## config.mk

```make
export PLATFORM = sky130hd
export DESIGN_NAME = ra_drive_register_access
export DESIGN_NICKNAME = d
export VERILOG_FILES = /design/src/ra_pkg.sv /design/src/ra_drive_register_access.sv
export VERILOG_INCLUDE_DIRS = /design/src
export SDC_FILE = /design/constraint.sdc
export NUM_CORES = 1
export LEC_CHECK = 0
export ABC_AREA = 1
export CAP_MARGIN = 20
export CORE_MARGIN = 5
export CORE_UTILIZATION = 45
export DETAILED_ROUTE_END_ITERATION = 10
export DONT_BUFFER_PORTS = 1
export RECOVER_POWER = 25
export SETUP_SLACK_MARGIN = 0.2
export SKIP_CTS_REPAIR_TIMING = 1
export SYNTH_ARGS = -nofsm -noshare
export SYNTH_HDL_FRONTEND = slang
export SYNTH_SLANG_ARGS = --single-unit
```

## constraint.sdc

```tcl
create_clock -name i_sys_clk -period 6.07 [get_ports i_sys_clk]
set_clock_uncertainty 0.05 [all_clocks]
set_input_delay 0.607 -clock i_sys_clk [delete_from_list [all_inputs] [get_ports i_sys_clk]]
set_output_delay 0.607 -clock i_sys_clk [all_outputs]
set_load 0.01 [all_outputs]
```

## src/ra_defs.svh

```systemverilog
`ifndef RA_DEFS_SVH
`define RA_DEFS_SVH
// Behaviour
// - inbound latch strobe loads 16 bus bits into two byte holding registers
// - drive number on three select lines, register number on five lines
// - write counts as transfer command only when register zero is addressed
// - external register write asserts controller-to-drive direction with the selects
// - command bits and write function held in control store, sent by command strobe
// - transfer start emits a 50 ns initialization pulse; the code holds it for three 20 ns cycles, 60 ns
// - function decoder enabled only for register zero with go bit set
// - bits 5..3: 111 read, 110 write, 101 write check
// - bits 2..1 both set means reverse, otherwise forward
// - store bits 7..5 pick drive, bits 4..0 pick register
// - valid function sets busy; busy refuses new transfer commands
// - demand requested for transfer command write only while not busy
// - demand request one-shot sets demand flip-flop driving demand line
// - write data held in latch; parity line high when ones count even
// - demand waits 250 ns after control data placed on lines
// - acknowledge drops demand and fires done pulse
// - no acknowledge within 1.5 us sets nonexistent drive, drops demand
// - attention write ignores acknowledge, waits 1.5 us plus 250 ns
// - attention register read uses no timeout
// - read leaves direction low; drive returns data and ack; parity checked
// - loopback mode never drives demand onto the bus

`define RA_CLK_NS       20
`define RA_T_INIT_NS    50
`define RA_T_SKEW_NS    250
`define RA_T_TIMEOUT_NS 1500
`define RA_INIT_CYC     ((`RA_T_INIT_NS + `RA_CLK_NS - 1) / `RA_CLK_NS)
`define RA_SKEW_CYC     ((`RA_T_SKEW_NS + `RA_CLK_NS - 1) / `RA_CLK_NS)
`define RA_TIMEOUT_CYC  ((`RA_T_TIMEOUT_NS + `RA_CLK_NS - 1) / `RA_CLK_NS)
`define RA_TIMER_W      8

`define RA_CTRL_REG     5'h00
`define RA_ATTN_REG     5'h04
`define RA_GO_BIT       0
`define RA_DIR_LO       1
`define RA_DIR_HI       2
`define RA_FN_LO        3
`define RA_FN_HI        5
`define RA_FN_READ      3'h7
`define RA_FN_WRITE     3'h6
`define RA_FN_WCHK      3'h5
`define RA_DRV_LO       5
`define RA_DRV_HI       7
`define RA_REG_HI       4
`endif

```

## src/ra_pkg.sv

```systemverilog
package ra_pkg;
    typedef struct packed {
        logic rd;
        logic wr;
        logic wchk;
        logic rev;
    } ra_func_t;

    typedef struct packed {
        logic       write_function;
        logic [2:0] drive;
        logic [4:0] reg_sel;
    } ra_ctrl_store_t;

    typedef enum logic [2:0] {
        RA_IDLE,
        RA_SKEW,
        RA_WAIT,
        RA_ATTN_HOLD
    } ra_state_t;
endpackage

```

## src/ra_drive_register_access.sv

```systemverilog
`include "ra_defs.svh"

module ra_drive_register_access #(
    parameter logic [4:0] ATTN_REG = `RA_ATTN_REG
) (
    input  wire logic              i_sys_clk,
    input  wire logic              i_reset,
    input  wire logic              i_inbound_latch_strobe,
    input  wire logic [15:0]       i_bus_data,
    input  wire logic              i_ext_cmd_strobe,
    input  wire logic [7:0]        i_received_cmd_bits,
    input  wire logic              i_write_function,
    input  wire logic              i_loopback_mode,
    input  wire logic              i_transfer_end,
    input  wire logic              i_clear_flags,
    input  wire logic              i_transfer_ack,
    input  wire logic [15:0]       i_drive_data,
    input  wire logic              i_drive_parity,
    output logic [2:0]             o_drive_select_lines,
    output logic [4:0]             o_register_select_lines,
    output logic                   o_ctrl_to_drive_dir,
    output logic                   o_demand_out,
    output logic [15:0]            o_ctrl_data,
    output logic                   o_ctrl_data_oe,
    output logic                   o_parity_out,
    output logic                   o_nonexistent_drive_flag,
    output logic                   o_control_parity_error,
    output logic                   o_transfer_busy_flag,
    output logic                   o_transfer_init_pulse,
    output logic                   o_transfer_cmd_seen,
    output ra_pkg::ra_func_t       o_function,
    output logic                   o_cmd_refused,
    output logic                   o_done,
    output logic                   o_cycle_busy,
    output logic [15:0]            o_read_data
);
    localparam logic [`RA_TIMER_W-1:0] INIT_CYC = `RA_TIMER_W'(`RA_INIT_CYC);
    localparam logic [`RA_TIMER_W-1:0] SKEW_CYC = `RA_TIMER_W'(`RA_SKEW_CYC);
    localparam logic [`RA_TIMER_W-1:0] TO_CYC   = `RA_TIMER_W'(`RA_TIMEOUT_CYC);

    // ------------------------------------------------------------
    // pin synchronisers
    // ------------------------------------------------------------
    logic        ack_m_q, ack_s_q, par_m_q, par_s_q;
    logic [15:0] dat_m_q, dat_s_q;

    always_ff @(posedge i_sys_clk or posedge i_reset) begin
        if (i_reset) begin
            ack_m_q <= 1'b0;
            ack_s_q <= 1'b0;
            par_m_q <= 1'b0;
            par_s_q <= 1'b0;
            dat_m_q <= 16'h0000;
            dat_s_q <= 16'h0000;
        end else begin
            ack_m_q <= i_transfer_ack;
            ack_s_q <= ack_m_q;
            par_m_q <= i_drive_parity;
            par_s_q <= par_m_q;
            dat_m_q <= i_drive_data;
            dat_s_q <= dat_m_q;
        end
    end

    // ------------------------------------------------------------
    // inbound holding registers
    // ------------------------------------------------------------
    logic [7:0] hold_lo_q, hold_hi_q;

    always_ff @(posedge i_sys_clk or posedge i_reset) begin
        if (i_reset) begin
            hold_lo_q <= 8'h00;
            hold_hi_q <= 8'h00;
        end else if (i_inbound_latch_strobe) begin
            hold_lo_q <= i_bus_data[7:0];
            hold_hi_q <= i_bus_data[15:8];
        end
    end

    // ------------------------------------------------------------
    // command decode
    // ------------------------------------------------------------
    ra_pkg::ra_state_t   state_q;
    ra_pkg::ra_func_t    func_d;
    logic                fn_valid, dec_en, is_xfer_cmd, start, accept_xfer;
    logic [7:0]          dec_out;
    logic [2:0]          fn_code;

    assign fn_code = hold_lo_q[`RA_FN_HI:`RA_FN_LO];
    assign dec_en  = i_write_function && (i_received_cmd_bits[`RA_REG_HI:0] == `RA_CTRL_REG)
                     && hold_lo_q[`RA_GO_BIT];

    always_comb begin
        dec_out = 8'h00;
        if (dec_en) begin
            dec_out[fn_code] = 1'b1;
        end
    end

    always_comb begin
        func_d.rd   = dec_out[`RA_FN_READ];
        func_d.wr   = dec_out[`RA_FN_WRITE];
        func_d.wchk = dec_out[`RA_FN_WCHK];
        func_d.rev  = &hold_lo_q[`RA_DIR_HI:`RA_DIR_LO];
    end

    assign fn_valid    = func_d.rd || func_d.wr || func_d.wchk;
    assign is_xfer_cmd = fn_valid;
    assign start       = i_ext_cmd_strobe && (state_q == ra_pkg::RA_IDLE);
    assign accept_xfer = start && is_xfer_cmd && !o_transfer_busy_flag;

    // ------------------------------------------------------------
    // control store and select lines
    // ------------------------------------------------------------
    ra_pkg::ra_ctrl_store_t cs_q;

    always_ff @(posedge i_sys_clk or posedge i_reset) begin
        if (i_reset) begin
            cs_q <= '0;
        end else if (start && !(is_xfer_cmd && o_transfer_busy_flag)) begin
            cs_q.write_function <= i_write_function;
            cs_q.drive          <= i_received_cmd_bits[`RA_DRV_HI:`RA_DRV_LO];
            cs_q.reg_sel        <= i_received_cmd_bits[`RA_REG_HI:0];
        end
    end

    always_ff @(posedge i_sys_clk or posedge i_reset) begin
        if (i_reset) begin
            o_drive_select_lines    <= 3'h0;
            o_register_select_lines <= 5'h00;
            o_ctrl_to_drive_dir     <= 1'b0;
        end else begin
            o_drive_select_lines    <= cs_q.drive;
            o_register_select_lines <= cs_q.reg_sel;
            o_ctrl_to_drive_dir     <= cs_q.write_function && (state_q != ra_pkg::RA_IDLE);
        end
    end

    // ------------------------------------------------------------
    // write data latch and parity
    // ------------------------------------------------------------
    always_ff @(posedge i_sys_clk or posedge i_reset) begin
        if (i_reset) begin
            o_ctrl_data    <= 16'h0000;
            o_parity_out   <= 1'b0;
            o_ctrl_data_oe <= 1'b0;
        end else begin
            if (start && i_write_function && !(is_xfer_cmd && o_transfer_busy_flag)) begin
                o_ctrl_data  <= {hold_hi_q, hold_lo_q};
                o_parity_out <= ~^{hold_hi_q, hold_lo_q};
            end
            o_ctrl_data_oe <= cs_q.write_function && (state_q != ra_pkg::RA_IDLE);
        end
    end

    // ------------------------------------------------------------
    // transfer busy, functions, init pulse
    // ------------------------------------------------------------
    logic [`RA_TIMER_W-1:0] init_cnt_q;

    always_ff @(posedge i_sys_clk or posedge i_reset) begin
        if (i_reset) begin
            o_transfer_busy_flag <= 1'b0;
            o_function           <= '0;
            o_transfer_cmd_seen  <= 1'b0;
            o_cmd_refused        <= 1'b0;
        end else begin
            o_transfer_cmd_seen <= start && is_xfer_cmd;
            o_cmd_refused       <= start && is_xfer_cmd && o_transfer_busy_flag;
            if (accept_xfer) begin
                o_transfer_busy_flag <= 1'b1;
                o_function           <= func_d;
            end else if (i_transfer_end) begin
                o_transfer_busy_flag <= 1'b0;
                o_function           <= '0;
            end
        end
    end

    always_ff @(posedge i_sys_clk or posedge i_reset) begin
        if (i_reset) begin
            init_cnt_q            <= '0;
            o_transfer_init_pulse <= 1'b0;
        end else if (accept_xfer) begin
            init_cnt_q            <= INIT_CYC - `RA_TIMER_W'(1);
            o_transfer_init_pulse <= 1'b1;
        end else if (init_cnt_q != '0) begin
            init_cnt_q <= init_cnt_q - `RA_TIMER_W'(1);
        end else begin
            o_transfer_init_pulse <= 1'b0;
        end
    end

    // ------------------------------------------------------------
    // control path cycle sequencer
    // ------------------------------------------------------------
    logic [`RA_TIMER_W-1:0] timer_q;
    logic                   demand_request_q, demand_q, finish, set_ned, take_read;
    logic                   attn_wr, attn_rd, timed_out;

    assign attn_wr   = cs_q.write_function && (cs_q.reg_sel == ATTN_REG);
    assign attn_rd   = !cs_q.write_function && (cs_q.reg_sel == ATTN_REG);
    assign timed_out = (timer_q == TO_CYC - `RA_TIMER_W'(1));

    always_comb begin
        finish    = 1'b0;
        set_ned   = 1'b0;
        take_read = 1'b0;
        case (state_q)
            ra_pkg::RA_WAIT: begin
                if (demand_q && !attn_wr && ack_s_q) begin
                    finish    = 1'b1;
                    take_read = !cs_q.write_function;
                end else if (demand_q && !attn_wr && !attn_rd && timed_out) begin
                    finish = 1'b1;
                    if (i_loopback_mode && !cs_q.write_function) begin
                        take_read = 1'b1;
                    end else begin
                        set_ned = 1'b1;
                    end
                end
            end
            ra_pkg::RA_ATTN_HOLD: begin
                finish = (timer_q == SKEW_CYC - `RA_TIMER_W'(1));
            end
            default: begin
                finish = 1'b0;
            end
        endcase
    end

    always_ff @(posedge i_sys_clk or posedge i_reset) begin
        if (i_reset) begin
            state_q          <= ra_pkg::RA_IDLE;
            timer_q          <= '0;
            demand_request_q <= 1'b0;
        end else begin
            demand_request_q <= 1'b0;
            case (state_q)
                ra_pkg::RA_IDLE: begin
                    timer_q <= '0;
                    if (start && !(is_xfer_cmd && o_transfer_busy_flag)) begin
                        state_q <= ra_pkg::RA_SKEW;
                    end
                end
                ra_pkg::RA_SKEW: begin
                    if (timer_q == SKEW_CYC - `RA_TIMER_W'(1)) begin
                        demand_request_q <= 1'b1;
                        timer_q          <= '0;
                        state_q          <= ra_pkg::RA_WAIT;
                    end else begin
                        timer_q <= timer_q + `RA_TIMER_W'(1);
                    end
                end
                ra_pkg::RA_WAIT: begin
                    if (finish) begin
                        state_q <= ra_pkg::RA_IDLE;
                    end else if (attn_wr && demand_q && timed_out) begin
                        timer_q <= '0;
                        state_q <= ra_pkg::RA_ATTN_HOLD;
                    end else if (demand_q && !timed_out) begin
                        timer_q <= timer_q + `RA_TIMER_W'(1);
                    end
                end
                ra_pkg::RA_ATTN_HOLD: begin
                    if (finish) begin
                        state_q <= ra_pkg::RA_IDLE;
                    end else begin
                        timer_q <= timer_q + `RA_TIMER_W'(1);
                    end
                end
                default: begin
                    state_q <= ra_pkg::RA_IDLE;
                end
            endcase
        end
    end

    // ------------------------------------------------------------
    // demand flip-flop and bus driver
    // ------------------------------------------------------------
    always_ff @(posedge i_sys_clk or posedge i_reset) begin
        if (i_reset) begin
            demand_q     <= 1'b0;
            o_demand_out <= 1'b0;
            o_done       <= 1'b0;
            o_cycle_busy <= 1'b0;
        end else begin
            if (demand_request_q) begin
                demand_q <= 1'b1;
            end else if (finish) begin
                demand_q <= 1'b0;
            end
            o_demand_out <= (demand_request_q || (demand_q && !finish)) && !i_loopback_mode;
            o_done       <= finish;
            o_cycle_busy <= (state_q != ra_pkg::RA_IDLE) && !finish;
        end
    end

    // ------------------------------------------------------------
    // status flags and read data
    // ------------------------------------------------------------
    always_ff @(posedge i_sys_clk or posedge i_reset) begin
        if (i_reset) begin
            o_nonexistent_drive_flag <= 1'b0;
            o_control_parity_error   <= 1'b0;
            o_read_data              <= 16'h0000;
        end else begin
            if (set_ned) begin
                o_nonexistent_drive_flag <= 1'b1;
            end else if (i_clear_flags) begin
                o_nonexistent_drive_flag <= 1'b0;
            end
            if (take_read && !(^{dat_s_q, par_s_q})) begin
                o_control_parity_error <= 1'b1;
            end else if (i_clear_flags) begin
                o_control_parity_error <= 1'b0;
            end
            if (take_read) begin
                o_read_data <= dat_s_q;
            end
        end
    end
endmodule

```

# After elaboration in Yosys (flattened, before gate mapping)

Cells that the tools add are included.

Output and inout port bits: 56
Register bits after elaboration: 137
Word-level logic and storage cells: 147

Add/sub/neg operators: 2
Multiplexer cells: 41
Magnitude comparators: 2
Equal/unequal tests: 14
Reductions and logical operators: 53

Operator list:

| kind                  | count |
|---|---|
| $mux W8               | 8 |
| $pmux W8 S4           | 1 |
| $logic_and A1 B1 Y1   | 26 |
| $mux W1               | 22 |
| $reduce_xor A17 Y1    | 1 |
| $reduce_xnor A16 Y1   | 1 |
| $mux W3               | 5 |
| $pmux W3 S4           | 1 |
| $ne A2 B2 Y1 const B  | 5 |
| $reduce_bool A2 Y1    | 5 |
| $logic_not A1 Y1      | 9 |
| $add A8 B1 Y8 const B | 1 |
| $eq A8 B4 Y1 const B  | 1 |
| $eq A8 B7 Y1 const B  | 1 |
| $mux W4               | 2 |
| $reduce_and A4 Y1     | 2 |
| $reduce_bool A8 Y1    | 1 |
| $sub A8 B1 Y8 const B | 1 |
| $eq A3 B2 Y1 const B  | 2 |
| $ne A3 B3 Y1 const B  | 2 |
| $eq A5 B3 Y1 const B  | 1 |
| $logic_not A5 Y1      | 1 |
| $lt A3 B4 Y1 const B  | 1 |
| $reduce_bool A4 Y1    | 1 |
| 9 further kinds       | 11 |

# Longest topological paths before layout

Depth in word-level cells: 13
Depth in mapped cells: 12
Mapped depth without buffers: 12

# Worst setup path after synthesis

Ideal clock, no wire load.

Path kind: flip-flop to flip-flop
From: register timer_q[0]
To: register o_read_data[1]
Arrival: 1645 ps
Stages on the path, launching flop included: 13
Required time: 5902 ps
Slack: 4257 ps
Buffers on the path: 1
Cell sequence: dfrtp_1 > inv_1 > ha_1 > nand3_1 > nor2_4 > nand3_2 > nand2_2 > nand2_4 > nor2_4 > inv_4 > buf_6 > nand2_2 > o21ai_2

Cells in the longest elaborated chain, start to end: 5

RTL lines:

| element                  | RTL line                        | source |
|---|---|---|
| start: declaration       | ra_drive_register_access.sv:197 | `` logic [`RA_TIMER_W-1:0] timer_q; `` |
| start signal: assignment | ra_drive_register_access.sv:252 | `` timer_q <= timer_q + `RA_TIMER_W'(1); `` |
| start signal: assignment | ra_drive_register_access.sv:262 | `` timer_q <= timer_q + `RA_TIMER_W'(1); `` |
| start signal: assignment | ra_drive_register_access.sv:269 | `` timer_q <= timer_q + `RA_TIMER_W'(1); `` |
| $eq A8 B7 Y1             | ra_drive_register_access.sv:203 | `` assign timed_out = (timer_q == TO_CYC - `RA_TIMER_W'(1)); `` |
| $logic_and A1 B1 Y1      | ra_drive_register_access.sv:214 | `end else if (demand_q && !attn_wr && !attn_rd && timed_out) begin` |
| $mux W1                  | ra_drive_register_access.sv:214 |  |
| $mux W1                  | ra_drive_register_access.sv:211 | `if (demand_q && !attn_wr && ack_s_q) begin` |
| $mux W1                  | ra_drive_register_access.sv:209 | `case (state_q)` |
| end signal: assignment   | ra_drive_register_access.sv:320 | `o_read_data <= dat_s_q;` |
| end: declaration         | ra_drive_register_access.sv:35  | `output logic [15:0] o_read_data` |

Every way passes these cells.
A chain may end at the register's enable or synchronous reset.

# Final worst setup path

From: register hold_lo_q[0]
To: register cs_q[8] in the netlist's numbering

Cells in the longest elaborated chain, start to end: 7

RTL lines:

| element                  | RTL line                        | source |
|---|---|---|
| start: declaration       | ra_drive_register_access.sv:68  | `logic [7:0] hold_lo_q, hold_hi_q;` |
| start signal: assignment | ra_drive_register_access.sv:75  | `hold_lo_q <= i_bus_data[7:0];` |
| $logic_and A1 B1 Y1 *    | ra_drive_register_access.sv:90  | `` assign dec_en = i_write_function && (i_received_cmd_bits[`RA_REG_HI:0] == `RA_CTRL_REG) `` |
| $mux W8 *                | ra_drive_register_access.sv:95  | `if (dec_en) begin` |
| $logic_or A1 B1 Y1       | ra_drive_register_access.sv:107 | `assign fn_valid = func_d.rd \|\| func_d.wr \|\| func_d.wchk;` |
| $logic_or A1 B1 Y1 *     | ra_drive_register_access.sv:107 |  |
| $logic_and A1 B1 Y1 *    | ra_drive_register_access.sv:120 | `end else if (start && !(is_xfer_cmd && o_transfer_busy_flag)) begin` |
| $logic_not A1 Y1 *       | ra_drive_register_access.sv:120 |  |
| $logic_and A1 B1 Y1 *    | ra_drive_register_access.sv:120 |  |
| end: declaration         | ra_drive_register_access.sv:115 | `ra_pkg::ra_ctrl_store_t cs_q;` |

Mark *: on every way between the ends. The rest lies on a longest branch, timed or not.

==> results.json <==
{
  "status": "finished, violations left",
  "track_usage_pct": 17.25,
  "drtIter0Drc": 222,
  "setup_tns_ns": 0,
  "avgSynthCellArea_um2": 9.081,
  "synth_xor_xnor_area_share_pct": 3.750,
  "cts_buffers": 17,
  "synth_fa_ha_area_share_pct": 1.500,
  "cts_tree": "done",
  "p_sw_share_pct": 30.84,
  "crit_required_ns": 6.27,
  "placed_cells": 802,
  "cap_viol_max_count": 1,
  "violations": "max-capacitance violations, max-slew violations",
  "hold_class": "in2reg",
  "grt_pass1_wl_mm": 19.94,
  "die_height_um": 123.9,
  "synth_top_family_by_area": "simple AND/OR/NAND/NOR gates",
  "fill_cells": 1138,
  "end_kind": "register",
  "powerDensity_nw_per_um2": 435.4,
  "synth_area_leaders": "dfrtp_1, nand2_1, inv_1, o21ai_0, nand3_1",
  "critPathKind": "reg2reg",
  "period_needed_ns": 2.446,
  "critPathMaxFanout": 34,
  "ir_worst_vdd_mv": 0.3040,
  "yosysSeqAreaShare_pct": 58.28,
  "wl_mm": 11.97,
  "num_rows": 41,
  "p_comb_share_pct": 16.3,
  "worstMarginPinSlew_ns": 2.140,
  "pwr-share-clk_pct": 39.1,
  "cts_max_level": 4,
  "syn-num-nets": 700,
  "hpwlAfterDp_mm": 8.582,
  "synth_largest_area_cell": "dfrtp_1",
  "cts_max_path_buffers": 2,
  "switchingPower_w": 0.0008948,
  "syn-cell-area_um2": 5839,
  "synth-seq-cells": 136,
  "p_seq_share_pct": 44.5,
  "die_area_um2": 15350,
  "diodes": 0,
  "drc": 0,
  "overflow": 0,
  "crit_chain": "nand4_1, nor2_2, o211ai_1, nand2_1, nor2_1, inv_1, o21ai_0",
  "crit_buf_inv": 1,
  "grt_max_degree": 87,
  "final_common_cell": "nand2_1",
  "drive_above_1_share_pct": 10.11,
  "coreArea_um2": 12670,
  "vias": 3983,
  "routed_via_density": 4.770,
  "initial_core_util_pct": 46.08,
  "rsz0062_at_grt": "no",
  "synth_compound_area_share_pct": 7.157,
  "nNetsFinal": 707,
  "setup_violations": 0,
  "fin_crit_sh_pct": 40.29,
  "slew_headroom_pct": -43.45,
  "cts.sinks": 136,
  "clk_pin_slew_ns": 0.06,
  "grt_pass1_vias": 4005,
  "syn-instance-count": 643,
  "yosys_warnings": 0,
  "first_pass_iters": 4,
  "synth_cell_type_count": 30,
  "fin_cells": 835,
  "synthSimpleGateAreaFrac_pct": 22.26,
  "antenna_found_initial": 0,
  "area_delta_synth_final_pct": 14.12,
  "root_buffer": "clkbuf_16",
  "fp.dieW_um": 123.9,
  "portBuffers": 0,
  "muxShareOfSynthArea_pct": 0,
  "fmax_mhz": 408.9,
  "antenna_left": 0,
  "startpoint_type": "register",
  "p_int_w": 0.002007,
  "cp_slowest_cell": "inv_1",
  "clock_latency_ns": 0.42,
  "reg2reg_slack_ns": 3.62,
  "netlist.area_leader.share_pct": 58.28,
  "cp.arrival_ns": 2.64,
  "critPathTopFamily": "simple AND/OR/NAND/NOR gates",
  "routabilityCongestion": 0.8161,
  "wl_per_cell_um": 14.34,
  "io_pins": 106,
  "leakagePower_nw": 3.428,
  "hold_violations": 0,
  "slew_viol_final": 52,
  "layout_common_cells": "nand2_1, dfrtp_1, inv_1",
  "max_stage_delay_ns": 0.66
}
[per-layer routing]
layer  global-route usage, %  vias to the layer above  wire length, µm
li1                        -                     2015                -
met1                   22.11                     1858             5286
met2                   26.50                       94             5675
met3                   6.676                       16              850
met4                   6.708                        0              160
met5                       0                        -                0
[path summary, 6_finish.rpt]
kind | start | end | cells past startpoint
setup / recovery | hold_lo_q[0]$_DFFE_PP0P_ | cs_q[8]$_DFFE_PP0P_ | 7
hold / removal | i_drive_parity | par_m_q$_DFF_PP0_ | 0
setup reg to reg | hold_lo_q[0]$_DFFE_PP0P_ | cs_q[8]$_DFFE_PP0P_ | 7
hold reg to reg | dat_m_q[2]$_DFF_PP0_ | dat_s_q[2]$_DFF_PP0_ | 0
max in group asynchronous | i_reset | timer_q[2]$_DFFE_PP0P_ | 3
min in group asynchronous | i_reset | dat_m_q[5]$_DFF_PP0_ | 1
[cell usage after synthesis (all sizes together)]
cell type	n
nand3	50
o21ai	67
buf	7
o211ai	1
or2	1
nor2	28
nand4	7
inv	88
xor2	16
nand3b	2
a21oi	6
ha	7
clkbuf	7
xnor2	9
nor3	1
nand2	210
dfrtp	136
[registers in the layout (all words and copies together), names as in the netlist, 2 cells and up]
register                 count
cs_q                         9
dat_m_q                     16
dat_s_q                     16
hold_hi_q                    8
hold_lo_q                    8
init_cnt_q                   8
o_ctrl_data                 16
o_drive_select_lines         3
o_function                   4
o_read_data                 16
o_register_select_lines      5
state_q                      2
timer_q                      8
[worst register-to-register path, cell delays in order (launching register included)]
cell and delay [ns]:
dfrtp_1 0.37, nand4_1 0.13, nor2_2 0.20, o211ai_1 0.15, nand2_1 0.40, nor2_1 0.13
inv_1 0.66, o21ai_0 0.19
[power groups by stage]
stage / clock, W / combinational (W) / sequential [W]
CTS: 0.00116 / 0.000478 / 0.00130
global placement: 0 / 0.000456 / 0.00131
detailed placement: 0 / 0.000477 / 0.00131
floorplan: 0 / 0.000406 / 0.00124
global route: 0.00120 / 0.000561 / 0.00132
finish: 0.00114 / 0.000474 / 0.00129
[through the flow]
| step | area, µm² | hold slack [ns] | util, % | power (W) | setup WS (ns) |
|---|---|---|---|---|---|
| floorplan | 5839 | 0.2812 | - | 0.001643 | 1.774 |
| CTS | 6648 | 0.02175 | 52.46 | 0.002936 | 3.605 |
| global route | 6664 | 0.1394 | 52.59 | 0.003084 | 3.253 |
| finish | 6664 | 0.1627 | 52.59 | 0.002901 | 3.624 |
| detailed placement | 5988 | 0.2847 | 47.26 | 0.001784 | 3.310 |
| global placement | 5988 | 0.2833 | 47.26 | 0.001763 | 3.410 |
[final cells by class]
class	count	area [µm²]	share of cell area, %
sequential	136	3403	51.07
multi-input combinational	405	2024	30.38
clock buffer	18	439.2	6.590
inverter	88	334.1	5.013
clock inverter	14	220.2	3.305
tap	172	215.2	3.229
timing repair buffer	2	27.53	0.4131
[kinds of logic (layout without fill, tap and decap cells)]
| kind of cell | Yosys count | after routing |
|---|---|---|
| AOI/OAI and AO/OA | 74 | 74 |
| xor gates and xnor gates | 25 | 25 |
| adders and majority gates | 7 | 7 |
| buffers and inverters | 102 | 122 |
| DFF | 136 | 136 |
| and+or+nand+nor | 299 | 299 |
No activity file was read; power rests on OpenSTA's default activity.
